**src/pkg/opdec_pkg.sv**
```systemverilog
// Opcode constants and enumerations for the long-mode legality decoder
`default_nettype none
package opdec_pkg;
  typedef enum logic [1:0] {MODE_LEGACY, MODE_COMPAT, MODE_64BIT} cpu_mode_t;
  typedef enum logic [2:0] {
    CLASS_NORMAL, CLASS_PREFIX, CLASS_SIGN_WIDEN, CLASS_PRIV_ADJUST,
    CLASS_STEP_ONE, CLASS_MEDIA_STATE, CLASS_INVALID
  } op_class_t;
  localparam logic [7:0] OP_PREFIX_LO     = 8'h40;
  localparam logic [7:0] OP_PREFIX_HI     = 8'h4F;
  localparam logic [7:0] OP_SIGN_WIDEN    = 8'h63;
  localparam logic [7:0] OP_GROUP5        = 8'hFF;
  localparam logic [7:0] OP_ESCAPE        = 8'h0F;
  localparam logic [7:0] OP2_FAST_ENTRY   = 8'h34;
  localparam logic [7:0] OP2_FAST_RETURN  = 8'h35;
  localparam logic [7:0] OP2_MEDIA_GROUP  = 8'hAE;
  localparam logic [2:0] REG_MEDIA_STORE  = 3'h0;
  localparam logic [2:0] REG_MEDIA_LOAD   = 3'h1;
  localparam logic [2:0] REG_ADD_ONE      = 3'h0;
  localparam logic [2:0] REG_SUB_ONE      = 3'h1;
  localparam int         NUM_INVALID_64   = 23;
  localparam logic [7:0] INVALID_64_OPS [NUM_INVALID_64] = '{
    8'h37, 8'hD5, 8'hD4, 8'h3F, 8'h27, 8'h2F,
    8'h9A, 8'hEA, 8'h62, 8'hCE, 8'hC5, 8'hC4,
    8'h1F, 8'h07, 8'h17, 8'h0E, 8'h1E, 8'h06, 8'h16,
    8'h60, 8'h61, 8'h82, 8'hD6
  };
  localparam logic       FAST_MEDIA_SAVE_PRESENT = 1'b1;
  localparam logic [1:0] PRIV_LEVEL_ZERO = 2'h0;
endpackage
`default_nettype wire

```
**src/core/invalid_op_match.sv**
```systemverilog
// Matches a primary opcode against the 64-bit-mode illegal list
`default_nettype none
module invalid_op_match (
  input  wire logic [7:0] opcode_in,
  output logic            match_out
);
  import opdec_pkg::*;
  logic [NUM_INVALID_64-1:0] hit;
  genvar i;
  generate
    for (i = 0; i < NUM_INVALID_64; i++) begin : g_cmp
      assign hit[i] = (opcode_in == INVALID_64_OPS[i]);
    end
  endgenerate
  assign match_out = |hit;
endmodule
`default_nettype wire

```
**src/core/media_state_select.sv**
```systemverilog
// Chooses save image format and XMM coverage for media state store and load
`default_nettype none
module media_state_select (
  input  wire logic      opsize64_in,
  input  wire opdec_pkg::cpu_mode_t mode_in,
  input  wire logic [1:0] priv_level_in,
  input  wire logic      fast_media_save_enable_in,
  output logic           expanded_image_out,
  output logic           skip_xmm_out,
  output logic           save_env_out
);
  import opdec_pkg::*;
  // Expanded image carries 64-bit pointers and XMM8-15
  assign expanded_image_out = opsize64_in; // RL13
  // Enable bit only matters in 64-bit mode at level zero
  assign skip_xmm_out = fast_media_save_enable_in && (mode_in == MODE_64BIT)
                        && (priv_level_in == PRIV_LEVEL_ZERO); // RL14 RL16
  assign save_env_out = 1'b1; // RL15
endmodule
`default_nettype wire

```
**src/core/long_mode_opcode_legality_decode.sv**
```systemverilog
// Opcode legality and reinterpretation stage for a long-mode capable core
//
// Contract
// RL1 - 40-4F are extension prefixes in 64-bit mode
// RL2 - FF /0 and /1 still add/subtract one
// RL3 - 63 sign-widens in 64-bit, else privilege adjust
// RL4 - Sign-widen reads 32 bits, extends with prefix
// RL5 - Ascii/decimal adjust opcodes fault in 64-bit
// RL6 - Far absolute call/jump fault in 64-bit
// RL7 - Range check and overflow trap fault
// RL8 - Far pointer segment loads fault in 64-bit
// RL9 - Segment stack push/pop opcodes fault
// RL10 - Push-all and pop-all fault in 64-bit
// RL11 - Opcodes 82 and D6 fault in 64-bit
// RL12 - Fast system entry/return fault in long mode
// RL13 - Operand size picks legacy or expanded image
// RL14 - Fast save skips XMM in 64-bit level zero
// RL15 - x87 environment and control always transferred
// RL16 - Fast save ignored outside 64-bit or level>0
// RL17 - Feature query bit reports fast save support
// RL18 - Fault raised before any state changes
`default_nettype none
module long_mode_opcode_legality_decode
  import opdec_pkg::*;
(
  input  wire logic                 core_clk_in,
  input  wire logic                 resetn_in,
  input  wire logic                 op_valid_in,
  input  wire logic [7:0]           opcode_in,
  input  wire logic                 escape_in,
  input  wire logic [7:0]           modrm_in,
  input  wire logic                 prefix_wide_in,
  input  wire opdec_pkg::cpu_mode_t mode_in,
  input  wire logic [1:0]           priv_level_in,
  input  wire logic                 opsize64_in,
  input  wire logic                 fast_media_save_enable_in,
  input  wire logic [31:0]          src_dword_in,
  output logic                      decode_valid_out,
  output opdec_pkg::op_class_t      op_class_out,
  output logic                      invalid_opcode_fault_out,
  output logic                      commit_out,
  output logic                      step_sub_out,
  output logic [63:0]               widen_result_out,
  output logic                      expanded_image_out,
  output logic                      skip_xmm_out,
  output logic                      save_env_out,
  output logic                      fast_save_feature_out
);
  import opdec_pkg::*;

  wire logic mode64     = (mode_in == MODE_64BIT);
  wire logic long_mode  = (mode_in == MODE_64BIT) || (mode_in == MODE_COMPAT);
  wire logic [2:0] reg_field = modrm_in[5:3];
  wire logic list_hit;
  wire logic sel_expanded;
  wire logic sel_skip;
  wire logic sel_env;

  invalid_op_match u_match (
    .opcode_in (opcode_in),
    .match_out (list_hit)
  );

  media_state_select u_media (
    .opsize64_in               (opsize64_in),
    .mode_in                   (mode_in),
    .priv_level_in             (priv_level_in),
    .fast_media_save_enable_in (fast_media_save_enable_in),
    .expanded_image_out        (sel_expanded),
    .skip_xmm_out              (sel_skip),
    .save_env_out              (sel_env)
  );

  wire logic is_prefix_byte = !escape_in && (opcode_in >= OP_PREFIX_LO) && (opcode_in <= OP_PREFIX_HI);
  wire logic is_sign_widen  = !escape_in && (opcode_in == OP_SIGN_WIDEN);
  wire logic is_step_one    = !escape_in && (opcode_in == OP_GROUP5)
                              && ((reg_field == REG_ADD_ONE) || (reg_field == REG_SUB_ONE));
  wire logic is_fast_sys    = escape_in && ((opcode_in == OP2_FAST_ENTRY) || (opcode_in == OP2_FAST_RETURN));
  wire logic is_media_state = escape_in && (opcode_in == OP2_MEDIA_GROUP)
                              && ((reg_field == REG_MEDIA_STORE) || (reg_field == REG_MEDIA_LOAD));
  wire logic illegal_64     = mode64 && !escape_in && list_hit; // RL5 RL6 RL7 RL8 RL9 RL10 RL11
  wire logic illegal_long   = long_mode && is_fast_sys; // RL12
  wire logic fault          = illegal_64 || illegal_long;

  op_class_t next_class;
  always_comb begin
    if (fault)
      next_class = CLASS_INVALID;
    else if (is_prefix_byte && mode64)
      next_class = CLASS_PREFIX; // RL1
    else if (is_sign_widen)
      next_class = mode64 ? CLASS_SIGN_WIDEN : CLASS_PRIV_ADJUST; // RL3
    else if (is_step_one)
      next_class = CLASS_STEP_ONE; // RL2
    else if (is_media_state)
      next_class = CLASS_MEDIA_STATE;
    else
      next_class = CLASS_NORMAL;
  end

  // Upper half is sign copies only with the wide prefix; else zero-extended dword
  wire logic [63:0] next_widen = prefix_wide_in ? {{32{src_dword_in[31]}}, src_dword_in}
                                                 : {32'h0000_0000, src_dword_in}; // RL4

  // Commit is withheld in the same cycle a fault is flagged, so nothing retires
  always_ff @(posedge core_clk_in) begin
    if (!resetn_in) begin
      decode_valid_out         <= 1'b0;
      op_class_out             <= CLASS_NORMAL;
      invalid_opcode_fault_out <= 1'b0;
      commit_out               <= 1'b0;
      step_sub_out             <= 1'b0;
      widen_result_out         <= 64'h0000_0000_0000_0000;
      expanded_image_out       <= 1'b0;
      skip_xmm_out             <= 1'b0;
      save_env_out             <= 1'b0;
      fast_save_feature_out    <= 1'b0;
    end else begin
      decode_valid_out         <= op_valid_in;
      op_class_out             <= op_valid_in ? next_class : CLASS_NORMAL;
      invalid_opcode_fault_out <= op_valid_in && fault;
      commit_out               <= op_valid_in && !fault; // RL18
      step_sub_out             <= op_valid_in && is_step_one && (reg_field == REG_SUB_ONE); // RL2
      widen_result_out         <= next_widen;
      expanded_image_out       <= op_valid_in && is_media_state && sel_expanded; // RL13
      skip_xmm_out             <= op_valid_in && is_media_state && sel_skip; // RL14 RL16
      save_env_out             <= op_valid_in && is_media_state && sel_env; // RL15
      fast_save_feature_out    <= FAST_MEDIA_SAVE_PRESENT; // RL17
    end
  end

  AST_PREFIX_64: assert property (@(posedge core_clk_in) disable iff (!resetn_in) // RL1
    op_valid_in && mode64 && is_prefix_byte |=> op_class_out == CLASS_PREFIX)
    else $error("prefix byte not classed as prefix");
  AST_STEP_ONE: assert property (@(posedge core_clk_in) disable iff (!resetn_in) // RL2
    op_valid_in && is_step_one |=> op_class_out == CLASS_STEP_ONE && !invalid_opcode_fault_out)
    else $error("group five step form not decoded");
  AST_OP63: assert property (@(posedge core_clk_in) disable iff (!resetn_in) // RL3
    op_valid_in && is_sign_widen && !mode64 |=> op_class_out == CLASS_PRIV_ADJUST)
    else $error("63 outside 64-bit not privilege adjust");
  AST_WIDEN: assert property (@(posedge core_clk_in) disable iff (!resetn_in) // RL4
    prefix_wide_in |=> widen_result_out[63:32] == {32{$past(src_dword_in[31])}})
    else $error("sign widening wrong");
  AST_FAULT_64: assert property (@(posedge core_clk_in) disable iff (!resetn_in) // RL5
    op_valid_in && mode64 && !escape_in && (opcode_in == 8'h37 || opcode_in == 8'hD6)
    |=> invalid_opcode_fault_out && op_class_out == CLASS_INVALID)
    else $error("listed opcode did not fault");
  AST_NO_FAULT_LEGACY: assert property (@(posedge core_clk_in) disable iff (!resetn_in) // RL6
    op_valid_in && mode_in == MODE_LEGACY |=> !invalid_opcode_fault_out)
    else $error("fault raised in legacy mode");
  AST_FAST_SYS: assert property (@(posedge core_clk_in) disable iff (!resetn_in) // RL12
    op_valid_in && mode_in == MODE_COMPAT && is_fast_sys |=> invalid_opcode_fault_out)
    else $error("fast system op not refused in compat mode");
  AST_NO_COMMIT: assert property (@(posedge core_clk_in) disable iff (!resetn_in) // RL18
    !(commit_out && invalid_opcode_fault_out))
    else $error("faulting op committed");
  AST_SKIP_GATE: assert property (@(posedge core_clk_in) disable iff (!resetn_in) // RL16
    skip_xmm_out |-> $past(mode64) && $past(priv_level_in) == PRIV_LEVEL_ZERO)
    else $error("xmm skipped outside 64-bit level zero");
  AST_ENV: assert property (@(posedge core_clk_in) disable iff (!resetn_in) // RL15
    op_valid_in && is_media_state |=> save_env_out)
    else $error("environment not transferred");
  AST_IMAGE: assert property (@(posedge core_clk_in) disable iff (!resetn_in) // RL13
    op_valid_in && is_media_state |=> expanded_image_out == $past(opsize64_in))
    else $error("image format mismatch");

  // Prefix bytes and the group five step forms
  AST_PREFIX_QUIET: assert property ( // RL1
    @(posedge core_clk_in) disable iff (!resetn_in)
    op_valid_in && mode64 && is_prefix_byte
    |=> !invalid_opcode_fault_out && !step_sub_out && commit_out)
    else $error("prefix byte decoded as an operation");
  AST_PREFIX_LEGACY: assert property ( // RL1
    @(posedge core_clk_in) disable iff (!resetn_in)
    op_valid_in && !mode64 && is_prefix_byte
    |=> op_class_out == CLASS_NORMAL && !invalid_opcode_fault_out)
    else $error("byte 40 to 4F classed as prefix outside 64-bit");
  AST_STEP_SUB: assert property ( // RL2
    @(posedge core_clk_in) disable iff (!resetn_in)
    op_valid_in && is_step_one
    |=> step_sub_out == $past(modrm_in[3]))
    else $error("step direction wrong");
  AST_STEP_COMMIT: assert property ( // RL2
    @(posedge core_clk_in) disable iff (!resetn_in)
    op_valid_in && mode64 && is_step_one
    |=> commit_out && !invalid_opcode_fault_out)
    else $error("step form not executed in 64-bit");

  // Sign widening move
  AST_OP63_64: assert property ( // RL3
    @(posedge core_clk_in) disable iff (!resetn_in)
    op_valid_in && is_sign_widen && mode64
    |=> op_class_out == CLASS_SIGN_WIDEN && commit_out)
    else $error("63 in 64-bit not sign widen");
  AST_ZERO_WIDEN: assert property ( // RL4
    @(posedge core_clk_in) disable iff (!resetn_in)
    !prefix_wide_in
    |=> widen_result_out[63:32] == 32'h0000_0000)
    else $error("upper half not zero without prefix");
  AST_WIDEN_LOW: assert property ( // RL4
    @(posedge core_clk_in) disable iff (!resetn_in)
    1'b1
    |=> widen_result_out[31:0] == $past(src_dword_in))
    else $error("source dword not carried");

  // Opcodes refused in 64-bit mode, one property per group
  AST_ASCII_ADJ: assert property ( // RL5
    @(posedge core_clk_in) disable iff (!resetn_in)
    op_valid_in && mode64 && !escape_in && (opcode_in == 8'h37 || opcode_in == 8'hD5 || opcode_in == 8'hD4
    || opcode_in == 8'h3F || opcode_in == 8'h27 || opcode_in == 8'h2F)
    |=> invalid_opcode_fault_out && !commit_out && op_class_out == CLASS_INVALID)
    else $error("adjust opcode did not fault");
  AST_FAR_ABS: assert property ( // RL6
    @(posedge core_clk_in) disable iff (!resetn_in)
    op_valid_in && mode64 && !escape_in && (opcode_in == 8'h9A || opcode_in == 8'hEA)
    |=> invalid_opcode_fault_out && !commit_out && op_class_out == CLASS_INVALID)
    else $error("far absolute branch did not fault");
  AST_RANGE_TRAP: assert property ( // RL7
    @(posedge core_clk_in) disable iff (!resetn_in)
    op_valid_in && mode64 && !escape_in && (opcode_in == 8'h62 || opcode_in == 8'hCE)
    |=> invalid_opcode_fault_out && !commit_out && op_class_out == CLASS_INVALID)
    else $error("range check or overflow trap did not fault");
  AST_FAR_PTR: assert property ( // RL8
    @(posedge core_clk_in) disable iff (!resetn_in)
    op_valid_in && mode64 && !escape_in && (opcode_in == 8'hC5 || opcode_in == 8'hC4)
    |=> invalid_opcode_fault_out && !commit_out && op_class_out == CLASS_INVALID)
    else $error("far pointer load did not fault");
  AST_SEG_STACK: assert property ( // RL9
    @(posedge core_clk_in) disable iff (!resetn_in)
    op_valid_in && mode64 && !escape_in && (opcode_in == 8'h1F || opcode_in == 8'h07 || opcode_in == 8'h17
    || opcode_in == 8'h0E || opcode_in == 8'h1E || opcode_in == 8'h06 || opcode_in == 8'h16)
    |=> invalid_opcode_fault_out && !commit_out && op_class_out == CLASS_INVALID)
    else $error("segment stack opcode did not fault");
  AST_STACK_ALL: assert property ( // RL10
    @(posedge core_clk_in) disable iff (!resetn_in)
    op_valid_in && mode64 && !escape_in && (opcode_in == 8'h60 || opcode_in == 8'h61)
    |=> invalid_opcode_fault_out && !commit_out && op_class_out == CLASS_INVALID)
    else $error("save or restore all did not fault");
  AST_REDUNDANT: assert property ( // RL11
    @(posedge core_clk_in) disable iff (!resetn_in)
    op_valid_in && mode64 && !escape_in && (opcode_in == 8'h82 || opcode_in == 8'hD6)
    |=> invalid_opcode_fault_out && !commit_out && op_class_out == CLASS_INVALID)
    else $error("82 or D6 did not fault");

  // Fast system entry and return across modes
  AST_FAST_SYS_64: assert property ( // RL12
    @(posedge core_clk_in) disable iff (!resetn_in)
    op_valid_in && mode64 && is_fast_sys
    |=> invalid_opcode_fault_out && !commit_out)
    else $error("fast system op not refused in 64-bit");
  AST_FAST_SYS_LEGACY: assert property ( // RL12
    @(posedge core_clk_in) disable iff (!resetn_in)
    op_valid_in && mode_in == MODE_LEGACY && is_fast_sys
    |=> !invalid_opcode_fault_out && commit_out)
    else $error("fast system op refused in legacy mode");

  // Media state image and register coverage
  AST_IMAGE_IDLE: assert property ( // RL13
    @(posedge core_clk_in) disable iff (!resetn_in)
    !op_valid_in
    |=> !expanded_image_out && !skip_xmm_out && !save_env_out)
    else $error("media selects raised with no op");
  AST_SKIP_SET: assert property ( // RL14
    @(posedge core_clk_in) disable iff (!resetn_in)
    op_valid_in && is_media_state && fast_media_save_enable_in && mode64 && priv_level_in == PRIV_LEVEL_ZERO
    |=> skip_xmm_out && save_env_out)
    else $error("fast save did not skip xmm");
  AST_SKIP_PRIV: assert property ( // RL16
    @(posedge core_clk_in) disable iff (!resetn_in)
    op_valid_in && is_media_state && priv_level_in != PRIV_LEVEL_ZERO
    |=> !skip_xmm_out && save_env_out)
    else $error("xmm skipped above level zero");
  AST_SKIP_MODE: assert property ( // RL16
    @(posedge core_clk_in) disable iff (!resetn_in)
    op_valid_in && is_media_state && !mode64
    |=> !skip_xmm_out && save_env_out)
    else $error("xmm skipped outside 64-bit");
  AST_FEATURE: assert property ( // RL17
    @(posedge core_clk_in) disable iff (!resetn_in)
    1'b1
    |=> fast_save_feature_out)
    else $error("fast save feature bit not reported");

  // Fault and commit never overlap, so a refused op raises no commit, step or media result (widen_result_out still updates)
  AST_VALID_ECHO: assert property ( // RL18
    @(posedge core_clk_in) disable iff (!resetn_in)
    1'b1
    |=> decode_valid_out == $past(op_valid_in))
    else $error("decode valid not one cycle after request");
  AST_COMMIT_PAIR: assert property ( // RL18
    @(posedge core_clk_in) disable iff (!resetn_in)
    decode_valid_out
    |-> commit_out != invalid_opcode_fault_out)
    else $error("valid op neither committed nor faulted");
  AST_IDLE_QUIET: assert property ( // RL18
    @(posedge core_clk_in) disable iff (!resetn_in)
    !decode_valid_out
    |-> !commit_out && !invalid_opcode_fault_out && op_class_out == CLASS_NORMAL)
    else $error("result raised with no valid op");
  AST_INVALID_CLASS: assert property ( // RL18
    @(posedge core_clk_in) disable iff (!resetn_in)
    invalid_opcode_fault_out
    |-> op_class_out == CLASS_INVALID)
    else $error("fault without invalid class");
  AST_FAULT_SILENT: assert property ( // RL18
    @(posedge core_clk_in) disable iff (!resetn_in)
    invalid_opcode_fault_out
    |-> !step_sub_out && !expanded_image_out && !skip_xmm_out && !save_env_out)
    else $error("faulting op drove side results");
endmodule
`default_nettype wire

```
**config.mk**
```make
export PLATFORM = sky130hd
export DESIGN_NAME = long_mode_opcode_legality_decode
export DESIGN_NICKNAME = d
export VERILOG_FILES = /design/src/pkg/opdec_pkg.sv /design/src/core/invalid_op_match.sv /design/src/core/media_state_select.sv /design/src/core/long_mode_opcode_legality_decode.sv
export SDC_FILE = /design/constraint.sdc
export NUM_CORES = 1
export LEC_CHECK = 0
export BUFFER_PORTS_ARGS = -buffer_cell sky130_fd_sc_hd__buf_4
export CAP_MARGIN = 20
export CORE_UTILIZATION = 40
export CTS_CLUSTER_DIAMETER = 150
export DETAILED_ROUTE_END_ITERATION = 8
export MAX_ROUTING_LAYER = met4
export PLACE_DENSITY = 0.86
export SLEW_MARGIN = 20
export SYNTH_ARGS = -nofsm -noshare
export SYNTH_HDL_FRONTEND = slang
export SYNTH_SLANG_ARGS = --single-unit
```
**constraint.sdc**
```tcl
create_clock -name core_clk_in -period 2.3 [get_ports core_clk_in]
set_clock_uncertainty 0.15 [all_clocks]
set_input_delay 0 -clock core_clk_in [delete_from_list [all_inputs] [get_ports core_clk_in]]
set_output_delay 0 -clock core_clk_in [all_outputs]
set_load 0.005 [all_outputs]
```
---- Yosys cells after proc, flatten, opt, wreduce, memory -nomap -nowiden ----
Cells that the tools add are included.
cells by class
  bitwise gates (word level) .............. 2
  muxes and demuxes ....................... 7
  order comparisons ....................... 2
  reductions and logical operators ........ 33
  equal/unequal tests ..................... 31
operators with widths
  cell                                                                                  number
  8-bit == test (second input constant)                                                 11
  8-bit by 6-bit == test with 1-bit output (second input constant)                      6
  8-bit by 5-bit == test with 1-bit output (second input constant)                      4
  8-bit by 7-bit == test with 1-bit output (second input constant)                      4
  23-bit OR reduction                                                                   1
  1-bit logical AND                                                                     21
  8-bit by 3-bit == test with 1-bit output (second input constant)                      2
  3-bit 2-to-1 mux                                                                      5
  8-bit by 4-bit == test with 1-bit output (second input constant)                      1
  8-bit by 7-bit greater-or-equal comparator with 1-bit output (second input constant)  1
  8-bit by 7-bit less-or-equal comparator with 1-bit output (second input constant)     1
  1-bit logical OR                                                                      4
  2-bit AND reduction                                                                   2
  3-bit by 1-bit == test with 1-bit output (second input constant)                      1
  3-bit logical NOT                                                                     1
  3-bit OR reduction                                                                    1
  2-bit by 1-bit == test with 1-bit output (second input constant)                      1
  2-bit == test (second input constant)                                                 1
  1-bit logical NOT                                                                     2
  2-bit logical NOT                                                                     1
  1-bit 2-to-1 mux                                                                      2
  1-bit NOT                                                                             2
word-level totals
  output and inout bits ................... 75
  logic and storage cells ................. 87
  register bits ........................... 44
  input port bits ......................... 59

---- Depth between registers and ports, before layout ----
Gate-level depths: netlist (run 1).
  word-level depth ........................ 8
  depth in mapped cells ................... 6
  gate-level depth less buffers ........... 6

---- Cells and area by module ----
Synthesis (run 1) repeated with hierarchy kept, for this count alone.
unflattened totals
  cell total of the unflattened synthesis .. 175
  area, all modules ....................... 1,779.2 um^2
by module, submodules not included
  module                            cells each  instances  area each (um^2)  sequential area each (um^2)
  long_mode_opcode_legality_decode  144         1          1,567.8           880.8
  invalid_op_match                  26          1          178.9             0.0
  media_state_select                5           1          32.5              0.0

---- Worst setup path before layout (run 1) ----
Ideal clock, no wire load.
  path kind ............................... in2reg
  from .................................... in opcode_in[4]
  to ...................................... reg op_class_out[0]
  required time ........................... 2.085 ns
  library setup time ...................... 0.065 ns
  stages .................................. 5
  buffers on the path ..................... 1
  arrival time ............................ 1.296 ns
  path slack .............................. 0.789 ns
  path through ............................ buf_6 > or4b_4 > or3_1 > o221a_1 > nor2_1
between the ends
  cells in the longest elaborated chain, start to end .. 7
  elaborated cells on any way between the ends .. 49
  those cells by class .................... order compare: 2; eq/ne: 28; mux: 4; reduce/logical: 15
ends and longest elaborated chain
  item                    line                                     RTL
  start: declaration      long_mode_opcode_legality_decode.sv:29   input wire logic [7:0] opcode_in,
  8-bit == test           long_mode_opcode_legality_decode.sv:79   wire logic is_media_state = escape_in && (opcode_in == OP2_MEDIA_GROUP)
  1-bit logical AND       long_mode_opcode_legality_decode.sv:79
  1-bit logical AND       long_mode_opcode_legality_decode.sv:80   && ((reg_field == REG_MEDIA_STORE) || (reg_field == REG_MEDIA_LOAD));
  3-bit 2-to-1 mux        long_mode_opcode_legality_decode.sv:95   else if (is_media_state)
  3-bit 2-to-1 mux        long_mode_opcode_legality_decode.sv:93   else if (is_step_one)
  3-bit 2-to-1 mux        long_mode_opcode_legality_decode.sv:91   else if (is_sign_widen)
  3-bit 2-to-1 mux        long_mode_opcode_legality_decode.sv:89   else if (is_prefix_byte && mode64)
  end signal: assignment  long_mode_opcode_legality_decode.sv:120  op_class_out <= op_valid_in ? next_class : CLASS_NORMAL;
  end: declaration        long_mode_opcode_legality_decode.sv:39   output opdec_pkg::op_class_t op_class_out,
Parallel ways exist; a longest one is shown, timed or not.
A chain may end at the register's enable or synchronous reset.

---- Worst setup path in the final report (run 1) ----
  from .................................... in opcode_in[3]
  to ...................................... reg skip_xmm_out
between the ends
  cells in the longest elaborated chain, start to end .. 5
ends and longest elaborated chain
  item                            line                                     RTL
  8-bit == test                   long_mode_opcode_legality_decode.sv:79
  1-bit logical AND               long_mode_opcode_legality_decode.sv:79
  1-bit logical AND               long_mode_opcode_legality_decode.sv:80
  1-bit logical AND (2 in a row)  long_mode_opcode_legality_decode.sv:126  skip_xmm_out <= op_valid_in && is_media_state && sel_skip;
  end signal: assignment          long_mode_opcode_legality_decode.sv:126
  end: declaration                long_mode_opcode_legality_decode.sv:45   output logic skip_xmm_out,
No other way between the ends.

==> impl_metrics.sql, run 1 <==
INSERT INTO impl_metrics (metric_group, metric, value, unit) VALUES
('placement', 'gp_congestion', '0.782', ''),
('sta', 'final_hold_viol_count', '0', ''),
('grt', 'grt_pass1_wl', '8530', 'um'),
('sta', 'number_of_pins_exceeding_their_max_slew_limit_in_the_final_report', '0', ''),
('yosys', 'synth_most_common_cell', 'sky130_fd_sc_hd__dfxtp_1', ''),
('yosys', 'synth_enable_flop_cells', '0', ''),
('placement', 'place.detailed.instances', '308', ''),
('drt', 'drtAntennaViolNets', '0', ''),
('yosys', 'postSynth.topFlopCell', 'sky130_fd_sc_hd__dfxtp_1', ''),
('yosys', 'synth_sequential_area_ratio', '51.8', '%'),
('hold_path', 'worst_hold_path_type', 'input pin to flip-flop', ''),
('drt', 'drc', '0', ''),
('die', 'die_h', '67.2', 'um'),
('yosys', 'synth_top_cells_by_count', 'sky130_fd_sc_hd__dfxtp_1 (44), sky130_fd_sc_hd__and2_1 (33), sky130_fd_sc_hd__buf_4 (31)', ''),
('worst_setup_path', 'critical_path.startpoint_type', 'input pin', ''),
('yosys', 'netlist-cell-type-count', '37', ''),
('cts', 'cts_max_path_buffers', '2', ''),
('finish', 'finalInstanceArea', '3330', 'um^2'),
('die', 'row_count', '23', ''),
('die', 'floorplan.initialDensity', '42.2', '%'),
('yosys', 'cell_area_after_synthesis', '1700', 'um^2'),
('worst_setup_path', 'crit_required', '2.38', 'ns'),
('cts', 'cts_made_buffers', '5', ''),
('sta', 'finalCritPeriodShare', '94.7', '%'),
('grt', 'grtUsageTotal', '27.5', '%'),
('sta', 'layout_setup_ws', '0.122', 'ns'),
('drt', 'detailedRoute.firstPassIterationCount', '4', ''),
('yosys', 'syn_inst', '166', ''),
('cts', 'clock_tree_from_tritoncts', 'built', ''),
('power', 'power.density_cell_area', '492', 'nW/um^2'),
('drt', 'totalWireLength', '6230', 'um'),
('placement', 'placement.cell_area', '2460', 'um^2'),
('grt', 'grt_overflow', '0', ''),
('placement', 'hpwlAfterDp', '3020', 'um'),
('grt', 'grt_max_degree', '36', ''),
('sta', 'tightestPinTransition', '0.952', 'ns'),
('finish', 'n_fill_cell', '216', ''),
('yosys', 'synthesis.area_per_instance', '10.2', 'um^2'),
('drt', 'detailedRoute.firstIterationViolations', '46', ''),
('drt', 'vias', '1860', ''),
('finish', 'flow.area_growth_from_synthesis', '95.7', '%'),
('power', 'power.ir.vdd_worst', '0.000302', 'V'),
('drt', 'average_wire_per_standard_cell', '15.9', 'um'),
('worst_setup_path', 'worst_setup_path_end_kind', 'flip-flop', ''),
('cts', 'clock_tree.htree_level_count', '2', ''),
('finish', 'final_core_util', '82.5', '%'),
('placement', 'numPortBuffers', '128', ''),
('power', 'total_leakage_power', '1.63', 'nW'),
('grt', 'antenna_found_initial', '0', ''),
('finish', 'insertedDiodeCount', '0', ''),
('flow_run', 'max-cap-violations', '0', ''),
('sta', 'worst_slew_margin_rel', '36.5', '%'),
('yosys', 'synth.top_cells.by_area', 'sky130_fd_sc_hd__dfxtp_1 (52%), sky130_fd_sc_hd__buf_4 (14%), sky130_fd_sc_hd__and2_1 (12%)', ''),
('die', 'die-width', '67.2', 'um'),
('sta', 'setup_violations', '0', ''),
('cts', 'clk_pin_slew', '0.07', 'ns'),
('die', 'design.core.area', '4030', 'um^2'),
('finish', 'fin_nets', '402', ''),
('worst_setup_path', 'crit_path_max_fanout', '11', ''),
('yosys', 'synth.largest_area_cell', 'sky130_fd_sc_hd__dfxtp_1', ''),
('run_status', 'status', 'complete, no violations', ''),
('yosys', 'yosysWarnings', '0', ''),
('drt', 'avgViaCountPerCell', '4.73', ''),
('yosys', 'synth.net_count', '226', ''),
('sta', 'layout_min_cycle_time', '2.18', 'ns'),
('finish', 'finalNonFillerCells', '393', ''),
('placement', 'dp_worst_setup_slack', '0.710', 'ns'),
('sta', 'rsz0062_at_grt', 'no', ''),
('worst_setup_path', 'crit_type', 'input pin to flip-flop', ''),
('worst_setup_path', 'critical_path_arrival', '2.26', 'ns'),
('sta', 'max_clock_freq', '0.459', 'GHz'),
('yosys', 'share_of_the_synthesized_area_in_the_top_cell_type', '51.8', '%'),
('cts', 'numClockSinks', '44', ''),
('grt', 'first_global_vias', '1729', ''),
('sta', 'worst_hold_slack', '0.0312', 'ns'),
('finish', 'final_layout_size_suffix_gt1_share', '40.5', '%'),
('power', 'finalPower', '1.64', 'mW'),
('yosys', 'ys_ff_latch', '44', ''),
('yosys', 'postSynth.asyncResetShare', '0', '%'),
('die', 'ioPinCount', '134', ''),
('die', 'design.die.area', '4510', 'um^2'),
('sta', 'totalNegativeSetupSlack', '0', 'ns'),
('cts', 'clock_tree.root_cell', 'sky130_fd_sc_hd__clkbuf_8', '');
[layer usage]
layer / GRT usage, % / vias up / share of wire (%) / wire length [um]
met2: 52.9 / 107 / 55 / 3440
met4: 16.2 / 0 / 4.6 / 286
met3: 7.26 / 26 / 7.3 / 454
met5: - / - / 0 / 0
li1: - / 869 / - / -
met1: 23.3 / 858 / 33 / 2050
[layout make-up]
type	count	area, um^2	share of cell area (%)
clock buffers	8	90.1	2.71
inverters	4	15.0	0.451
multi-input cells	82	548	16.5
flip-flops and latches	44	881	26.5
well taps	50	62.6	1.88
repair buffers	205	1730	52.0
[worst max-delay path, cell delays in order]
cell and delay, ns:
sky130_fd_sc_hd__dlygate4sd3_1 0.54, sky130_fd_sc_hd__buf_4 0.16, sky130_fd_sc_hd__or4b_1 0.54, sky130_fd_sc_hd__nor3_2 0.25, sky130_fd_sc_hd__nor4b_2 0.20, sky130_fd_sc_hd__dlygate4sd3_1 0.57
[layout by cell type, fill, tap and decap left out, types with 2 or more instances in the layout]
cell type and n:
sky130_fd_sc_hd__a21oi_1 3, sky130_fd_sc_hd__a31oi_1 2, sky130_fd_sc_hd__and2_1 33, sky130_fd_sc_hd__and3_1 2, sky130_fd_sc_hd__buf_4 129, sky130_fd_sc_hd__clkbuf_1 2, sky130_fd_sc_hd__clkbuf_8 6, sky130_fd_sc_hd__dfxtp_1 44
sky130_fd_sc_hd__dlygate4sd3_1 76, sky130_fd_sc_hd__inv_1 4, sky130_fd_sc_hd__nand2_1 4, sky130_fd_sc_hd__nand2b_1 2, sky130_fd_sc_hd__nand3_1 2, sky130_fd_sc_hd__nand4b_1 3, sky130_fd_sc_hd__nor2_1 5, sky130_fd_sc_hd__nor4bb_1 2
sky130_fd_sc_hd__o21ai_0 2, sky130_fd_sc_hd__or3_1 2
[timing repair]
item                                    CTS  global route
gates resized for setup                   0             1
endpoints found under the setup margin    0             1
endpoints found under the hold margin    43             0
setup buffers                             0             1
hold buffers                             77             0
[cell families after synthesis]
group	count (synthesis)	synth area share (%)
adders and majority gates	1	0.736
DFF	44	51.8
buffers and inverters	40	16.2
AOI/OAI and AO/OA	13	5.23
and+or+nand+nor	68	26.0
[worst paths after layout]
kind,slack (ns),endpoint,depth (start not counted),startpoint
max,0.12,skip_xmm_out,6,opcode_in[3]
min,0.03,invalid_opcode_fault_out,4,opcode_in[7]
[registers in the layout, indices dropped and copies added, names as in the netlist]
register,flops
commit_out,1
decode_valid_out,1
expanded_image_out,1
fast_save_feature_out,1
invalid_opcode_fault_out,1
op_class_out,3
save_env_out,1
skip_xmm_out,1
step_sub_out,1
widen_result_out,33
[power breakdown]
part	switching [mW]	total, mW	internal, mW	leakage, nW
registers	0.0177	0.813	0.795	0.364
logic	0.108	0.336	0.227	1.22
clock network	0.242	0.487	0.245	0.0455
total	0.368	1.64	1.27	1.63
(Power assumes the default switching activity.)
==> run 2, diff against run 1 <==
--- a/config.mk
+++ b/config.mk
@@ -8,6 +8,7 @@
 export BUFFER_PORTS_ARGS = -buffer_cell sky130_fd_sc_hd__buf_4
 export CAP_MARGIN = 20
 export CORE_UTILIZATION = 40
+export CTS_BUF_LIST = sky130_fd_sc_hd__clkbuf_2
 export CTS_CLUSTER_DIAMETER = 150
 export DETAILED_ROUTE_END_ITERATION = 8
 export MAX_ROUTING_LAYER = met4
==> run 2 against run 1 <==
Die area did not move. Routed wire length decreased by 1.4%. Total power decreased by 11%. Count of clock-buffer cells in the layout shrank 1. Largest cell class unchanged. Critical path depth up 1. Sequential power about the same. Non-clock buffer count increased by 12. Global-route usage grew 0.19 points. Sequential share of layout area is 0.56 points lower. Critical path type unchanged. Flip-flop and latch count did not move. Cell count rose by 3.1%. Fmax fell by 2.0%.
==> impl_metrics.sql, run 2 (synthesis results as in run 1) <==
INSERT INTO impl_metrics (metric_group, metric, value, unit) VALUES
('cts', 'cts_made_buffers', '5', ''),
('grt', 'grt_overflow', '0', ''),
('drt', 'detailedRoute.firstIterationViolations', '61', ''),
('cts', 'cts_max_path_buffers', '2', ''),
('placement', 'gp_congestion', '0.782', ''),
('worst_setup_path', 'cpMostUsedCell', 'sky130_fd_sc_hd__dlygate4sd3_1', ''),
('finish', 'final_layout_size_suffix_gt1_share', '39.2', '%'),
('worst_setup_path', 'crit_type', 'input pin to flip-flop', ''),
('finish', 'finalInstanceArea', '3400', 'um^2'),
('grt', 'antenna_found_initial', '0', ''),
('finish', 'fin_nets', '414', ''),
('run_status', 'status', 'complete, no violations', ''),
('finish', 'most_common_cell_after_layout_fill_and_taps_aside', 'sky130_fd_sc_hd__buf_4', ''),
('drt', 'average_wire_per_standard_cell', '15.2', 'um'),
('grt', 'first_global_vias', '1889', ''),
('die', 'row_count', '23', ''),
('finish', 'insertedDiodeCount', '0', ''),
('sta', 'final_hold_viol_count', '0', ''),
('drt', 'totalWireLength', '6150', 'um'),
('drt', 'drtAntennaViolNets', '0', ''),
('grt', 'grt_max_degree', '36', ''),
('worst_setup_path', 'cp_slowest_cell', 'sky130_fd_sc_hd__dlygate4sd3_1', ''),
('cts', 'clock_tree.htree_level_count', '2', ''),
('power', 'total_leakage_power', '1.66', 'nW'),
('grt', 'grtUsageTotal', '27.7', '%'),
('cts', 'clock_tree_from_tritoncts', 'built', ''),
('placement', 'place.detailed.instances', '308', ''),
('worst_setup_path', 'cp_cell_sequence', 'dlygate4sd3_1 > buf_4 > nand3b_1 > dlygate4sd3_1 > nor3_1 > nor4b_2 > dlygate4sd3_1', ''),
('placement', 'dp_worst_setup_slack', '0.710', 'ns'),
('sta', 'finalCritPeriodShare', '96.6', '%'),
('placement', 'placement.cell_area', '2460', 'um^2'),
('worst_setup_path', 'worst_setup_path_end_kind', 'flip-flop', ''),
('cts', 'clk_pin_slew', '0.20', 'ns'),
('power', 'power.ir.vdd_worst', '0.000215', 'V'),
('die', 'die_h', '67.2', 'um'),
('cts', 'clock_tree.root_cell', 'sky130_fd_sc_hd__clkbuf_2', ''),
('placement', 'hpwlAfterDp', '3020', 'um'),
('sta', 'layout_setup_ws', '0.0773', 'ns'),
('die', 'die-width', '67.2', 'um'),
('sta', 'layout_min_cycle_time', '2.22', 'ns'),
('drt', 'avgViaCountPerCell', '4.71', ''),
('power', 'power.density_cell_area', '430', 'nW/um^2'),
('die', 'ioPinCount', '134', ''),
('grt', 'grt_pass1_wl', '8710', 'um'),
('worst_setup_path', 'crit_required', '2.50', 'ns'),
('sta', 'number_of_pins_exceeding_their_max_slew_limit_in_the_final_report', '0', ''),
('worst_setup_path', 'critical_path.n_buffers_inverters', '4', ''),
('sta', 'max_clock_freq', '0.450', 'GHz'),
('sta', 'rsz0062_at_grt', 'no', ''),
('sta', 'tightestPinTransition', '0.942', 'ns'),
('cts', 'numClockSinks', '44', ''),
('finish', 'largest_register_ff_count', '33', ''),
('worst_setup_path', 'crit_path_max_delay_family', 'buffers and inverters', ''),
('drt', 'vias', '1906', ''),
('drt', 'drc', '0', ''),
('finish', 'largestRegisters', 'widen_result_out: 33 flops, op_class_out: 3 flops', ''),
('sta', 'worst_slew_margin_rel', '37.1', '%'),
('flow_run', 'max-cap-violations', '0', ''),
('finish', 'n_fill_cell', '199', ''),
('finish', 'top_register', 'widen_result_out', ''),
('die', 'floorplan.initialDensity', '42.2', '%'),
('finish', 'most-common-layout-cells', 'sky130_fd_sc_hd__buf_4 (128), sky130_fd_sc_hd__dlygate4sd3_1 (89), sky130_fd_sc_hd__dfxtp_1 (44)', ''),
('sta', 'totalNegativeSetupSlack', '0', 'ns'),
('worst_setup_path', 'critical_path_arrival', '2.43', 'ns'),
('hold_path', 'worst_hold_path_type', 'input pin to flip-flop', ''),
('die', 'design.die.area', '4510', 'um^2'),
('finish', 'finalNonFillerCells', '405', ''),
('placement', 'numPortBuffers', '128', ''),
('sta', 'setup_violations', '0', ''),
('worst_setup_path', 'cp_slowest_stage_delay', '0.61', 'ns'),
('finish', 'flow.area_growth_from_synthesis', '99.9', '%'),
('die', 'design.core.area', '4030', 'um^2'),
('drt', 'detailedRoute.firstPassIterationCount', '4', ''),
('worst_setup_path', 'critical_path.startpoint_type', 'input pin', ''),
('finish', 'final_core_util', '84.3', '%'),
('worst_setup_path', 'crit_path_max_fanout', '4', '');
[run 2: cell types whose count changed in the layout (fill, tap and decap cells not counted), sizes merged]
| cell | change |
|---|---|
| clkinv | +1 |
| clkbuf | -1 |
| buf | -1 |
| dlygate4sd3 | +13 |
[run 2: timing repair]
item | 4_1_cts | 5_1_grt
endpoints found under the setup margin | 0 | 1
buffers inserted | 0 | 0
gates resized for setup | 0 | 1
hold endpoints to repair | 44 | 1
hold buffers | 89 | 1
[run 2: path summary, 6_finish.rpt]
kind                      from              end  slack, ns  depth (start not counted)
hold / removal    opcode_in[4]  op_class_out[2]       0.03                          5
setup / recovery     escape_in     skip_xmm_out       0.08                          7
[run 2: per-layer routing]
layer  vias up  GRT usage (%)  part of all wire, %
met1       890           22.4                   32
met2       101           56.1                   58
met5         -              -                    0
li1        894              -                    -
met3        21           6.25                  7.1
met4         0           14.4                  3.1
[run 2: cell type report]
type                    instances  area, um^2  share of cell area [%]
repair buffers                217        1850                    54.5
flip-flops and latches         44         881                    25.9
multi-input cells              82         548                    16.1
well taps                      50        62.6                    1.84
clock buffers                   7        35.0                    1.03
inverters                       4        15.0                   0.442
clock inverters                 1        3.75                   0.110
[run 2: where the power goes]
part	switching [mW]	internal [mW]	total, mW	leakage (nW)
Combinational	0.108	0.236	0.344	1.26
Clock	0.223	0.0816	0.304	0.0306
Sequential	0.0165	0.797	0.813	0.364
Total	0.347	1.11	1.46	1.66
[run 2: per-stage QoR]
stage | hold slack (ns) | power [mW]
after detailed placement | 0.0174 | 1.05
final | 0.0320 | 1.46
after global routing | 0.0281 | 1.53
after CTS | 0.00252 | 1.46
after floorplan | -0.122 | 0.911
after global placement | 0.0148 | 1.04
==> run 3, diff against run 2 <==
--- a/config.mk
+++ b/config.mk
@@ -7,12 +7,12 @@
 export LEC_CHECK = 0
 export BUFFER_PORTS_ARGS = -buffer_cell sky130_fd_sc_hd__buf_4
 export CAP_MARGIN = 20
-export CORE_UTILIZATION = 40
+export CORE_UTILIZATION = 43
 export CTS_BUF_LIST = sky130_fd_sc_hd__clkbuf_2
 export CTS_CLUSTER_DIAMETER = 150
 export DETAILED_ROUTE_END_ITERATION = 8
 export MAX_ROUTING_LAYER = met4
-export PLACE_DENSITY = 0.86
+export PLACE_DENSITY = 0.92
 export SLEW_MARGIN = 20
 export SYNTH_ARGS = -nofsm -noshare
 export SYNTH_HDL_FRONTEND = slang
==> run 3 against run 2 <==
Combinational power grew 5%. Final area grew 0.52%. Routed wire length grew 32%. First-iteration DRC count grew 110%. Worst setup slack lost 0.056 ns. Critical path type unchanged.
==> impl_metrics.sql, run 3 (synthesis results as in run 1) <==
INSERT INTO impl_metrics (metric_group, metric, value, unit) VALUES
('flow_run', 'max-cap-violations', '0', ''),
('finish', 'largestRegisters', 'widen_result_out: 33 flops, op_class_out: 3 flops', ''),
('drt', 'detailedRoute.firstIterationViolations', '130', ''),
('die', 'row_count', '22', ''),
('placement', 'numPortBuffers', '128', ''),
('die', 'design.die.area', '4210', 'um^2'),
('die', 'floorplan.initialDensity', '45.7', '%'),
('hold_path', 'whs_path_depth', '5', ''),
('finish', 'largest_register_ff_count', '33', ''),
('run_status', 'status', 'complete, no violations', ''),
('power', 'power.ir.vdd_worst', '0.000387', 'V'),
('power', 'total_leakage_power', '1.66', 'nW'),
('sta', 'worst_slew_margin_rel', '36.3', '%'),
('hold_path', 'hold_path_startpoint', 'opcode_in[2]', ''),
('sta', 'totalNegativeSetupSlack', '0', 'ns'),
('finish', 'most-common-layout-cells', 'sky130_fd_sc_hd__buf_4 (128), sky130_fd_sc_hd__dlygate4sd3_1 (87), sky130_fd_sc_hd__dfxtp_1 (44)', ''),
('cts', 'numClockSinks', '44', ''),
('sta', 'max_clock_freq', '0.439', 'GHz'),
('power', 'power.density_cell_area', '442', 'nW/um^2'),
('drt', 'drc', '0', ''),
('die', 'design.core.area', '3720', 'um^2'),
('hold_path', 'holdPathEnd', 'op_class_out[0]', ''),
('cts', 'clock_tree.root_cell', 'sky130_fd_sc_hd__clkbuf_2', ''),
('sta', 'tightestPinTransition', '0.954', 'ns'),
('sta', 'final_hold_viol_count', '0', ''),
('worst_setup_path', 'worst_setup_path_end_kind', 'flip-flop', ''),
('worst_setup_path', 'critical_path_arrival', '2.49', 'ns'),
('grt', 'first_global_vias', '2102', ''),
('finish', 'most_common_cell_after_layout_fill_and_taps_aside', 'sky130_fd_sc_hd__buf_4', ''),
('worst_setup_path', 'critical_path.startpoint', 'opcode_in[7]', ''),
('finish', 'top_register', 'widen_result_out', ''),
('die', 'die-width', '64.9', 'um'),
('placement', 'gp_congestion', '0.796', ''),
('sta', 'setup_violations', '0', ''),
('hold_path', 'worst_hold_path_type', 'input pin to flip-flop', ''),
('placement', 'placement.cell_area', '2460', 'um^2'),
('grt', 'grt_pass1_wl', '11800', 'um'),
('grt', 'grtUsageTotal', '40.1', '%'),
('worst_setup_path', 'crit_path_max_fanout', '5', ''),
('drt', 'vias', '2083', ''),
('finish', 'flow.area_growth_from_synthesis', '101', '%'),
('cts', 'cts_made_buffers', '5', ''),
('sta', 'layout_min_cycle_time', '2.28', 'ns'),
('finish', 'n_fill_cell', '129', ''),
('drt', 'totalWireLength', '8140', 'um'),
('sta', 'finalCritPeriodShare', '99.1', '%'),
('drt', 'average_wire_per_standard_cell', '20.2', 'um'),
('drt', 'detailedRoute.firstPassIterationCount', '4', ''),
('worst_setup_path', 'crit_required', '2.51', 'ns'),
('placement', 'hpwlAfterDp', '3040', 'um'),
('drt', 'avgViaCountPerCell', '5.17', ''),
('grt', 'grt_max_degree', '36', ''),
('die', 'ioPinCount', '134', ''),
('cts', 'clk_pin_slew', '0.21', 'ns'),
('drt', 'drtAntennaViolNets', '0', ''),
('grt', 'antenna_found_initial', '1', ''),
('cts', 'clock_tree.htree_level_count', '2', ''),
('grt', 'grt_overflow', '0', ''),
('die', 'die_h', '64.9', 'um'),
('sta', 'number_of_pins_exceeding_their_max_slew_limit_in_the_final_report', '0', ''),
('worst_setup_path', 'crit_type', 'input pin to flip-flop', ''),
('finish', 'final_layout_size_suffix_gt1_share', '40.1', '%'),
('cts', 'cts_max_path_buffers', '2', ''),
('finish', 'finalInstanceArea', '3410', 'um^2'),
('worst_setup_path', 'critical_path.startpoint_type', 'input pin', ''),
('cts', 'clock_tree_from_tritoncts', 'built', ''),
('finish', 'fin_nets', '414', '');
## run 3: changes by cell type in the layout (fill, tap and decap cells not counted), sizes merged
cell / delta
dlymetal6s4s: +2
clkbuf: -1
dlygate4sd3: -2
diode: +1
## run 3: timing repair
action | 4_1_cts | 5_1_grt
setup endpoints to repair | 0 | 6
endpoints found under the hold margin | 44 | 1
hold buffers | 88 | 2
buffers inserted | 0 | 0
gates resized for setup | 0 | 6
## run 3: per-stage QoR
step	setup slack [ns]	hold slack [ns]	total power, mW	instances	utilization (%)
6_report	0.0214	0.0812	1.51	403	91.9
5_1_grt	-0.0316	0.0795	1.56	403	91.9
4_1_cts	0.0474	0.0115	1.45	401	90.8
3_5_place_dp	0.689	0.0175	1.05	306	66.2
3_3_place_gp	0.724	0.0145	1.04	306	66.2
2_1_floorplan	0.789	-0.122	0.911	166	-
## run 3: per-layer routing
layer  vias up  GRT usage, %  wire length (um)
met5         -             -                 0
met4         0          25.6               496
met3        44          7.39               589
met2       169          71.7              4270
met1       975          39.5              2780
li1        895             -                 -
## run 3: critical path, cell delays in order
cell,delay (ns)
sky130_fd_sc_hd__buf_4,0.13
sky130_fd_sc_hd__dlygate4sd3_1,0.61
sky130_fd_sc_hd__nor3b_2,0.24
sky130_fd_sc_hd__dlygate4sd3_1,0.58
sky130_fd_sc_hd__nand4b_1,0.15
sky130_fd_sc_hd__dlygate4sd3_1,0.61
sky130_fd_sc_hd__a31oi_1,0.17
## run 3: report_power, final
group,switching (mW),internal [mW]
logic,0.125,0.236
registers,0.0196,0.798
clock network,0.259,0.0723
## run 3: how the worst max path moves through the flow
stage / to / cells after the start
CTS: commit_out / 7
finish: op_class_out[1] / 7
global route: op_class_out[1] / 7
floorplan: op_class_out[0] / 5
global placement: op_class_out[0] / 5
detailed placement: op_class_out[0] / 5
## run 3: cell type report
cell class              count  area (um^2)  area share [%]
diodes                      1         2.50          0.0733
inverters                   4         15.0           0.440
clock inverters             1         5.00           0.147
flip-flops and latches     44          881            25.8
well taps                  48         60.1            1.76
repair buffers            217         1860            54.4
multi-input cells          82          564            16.5
clock buffers               6         30.0           0.879
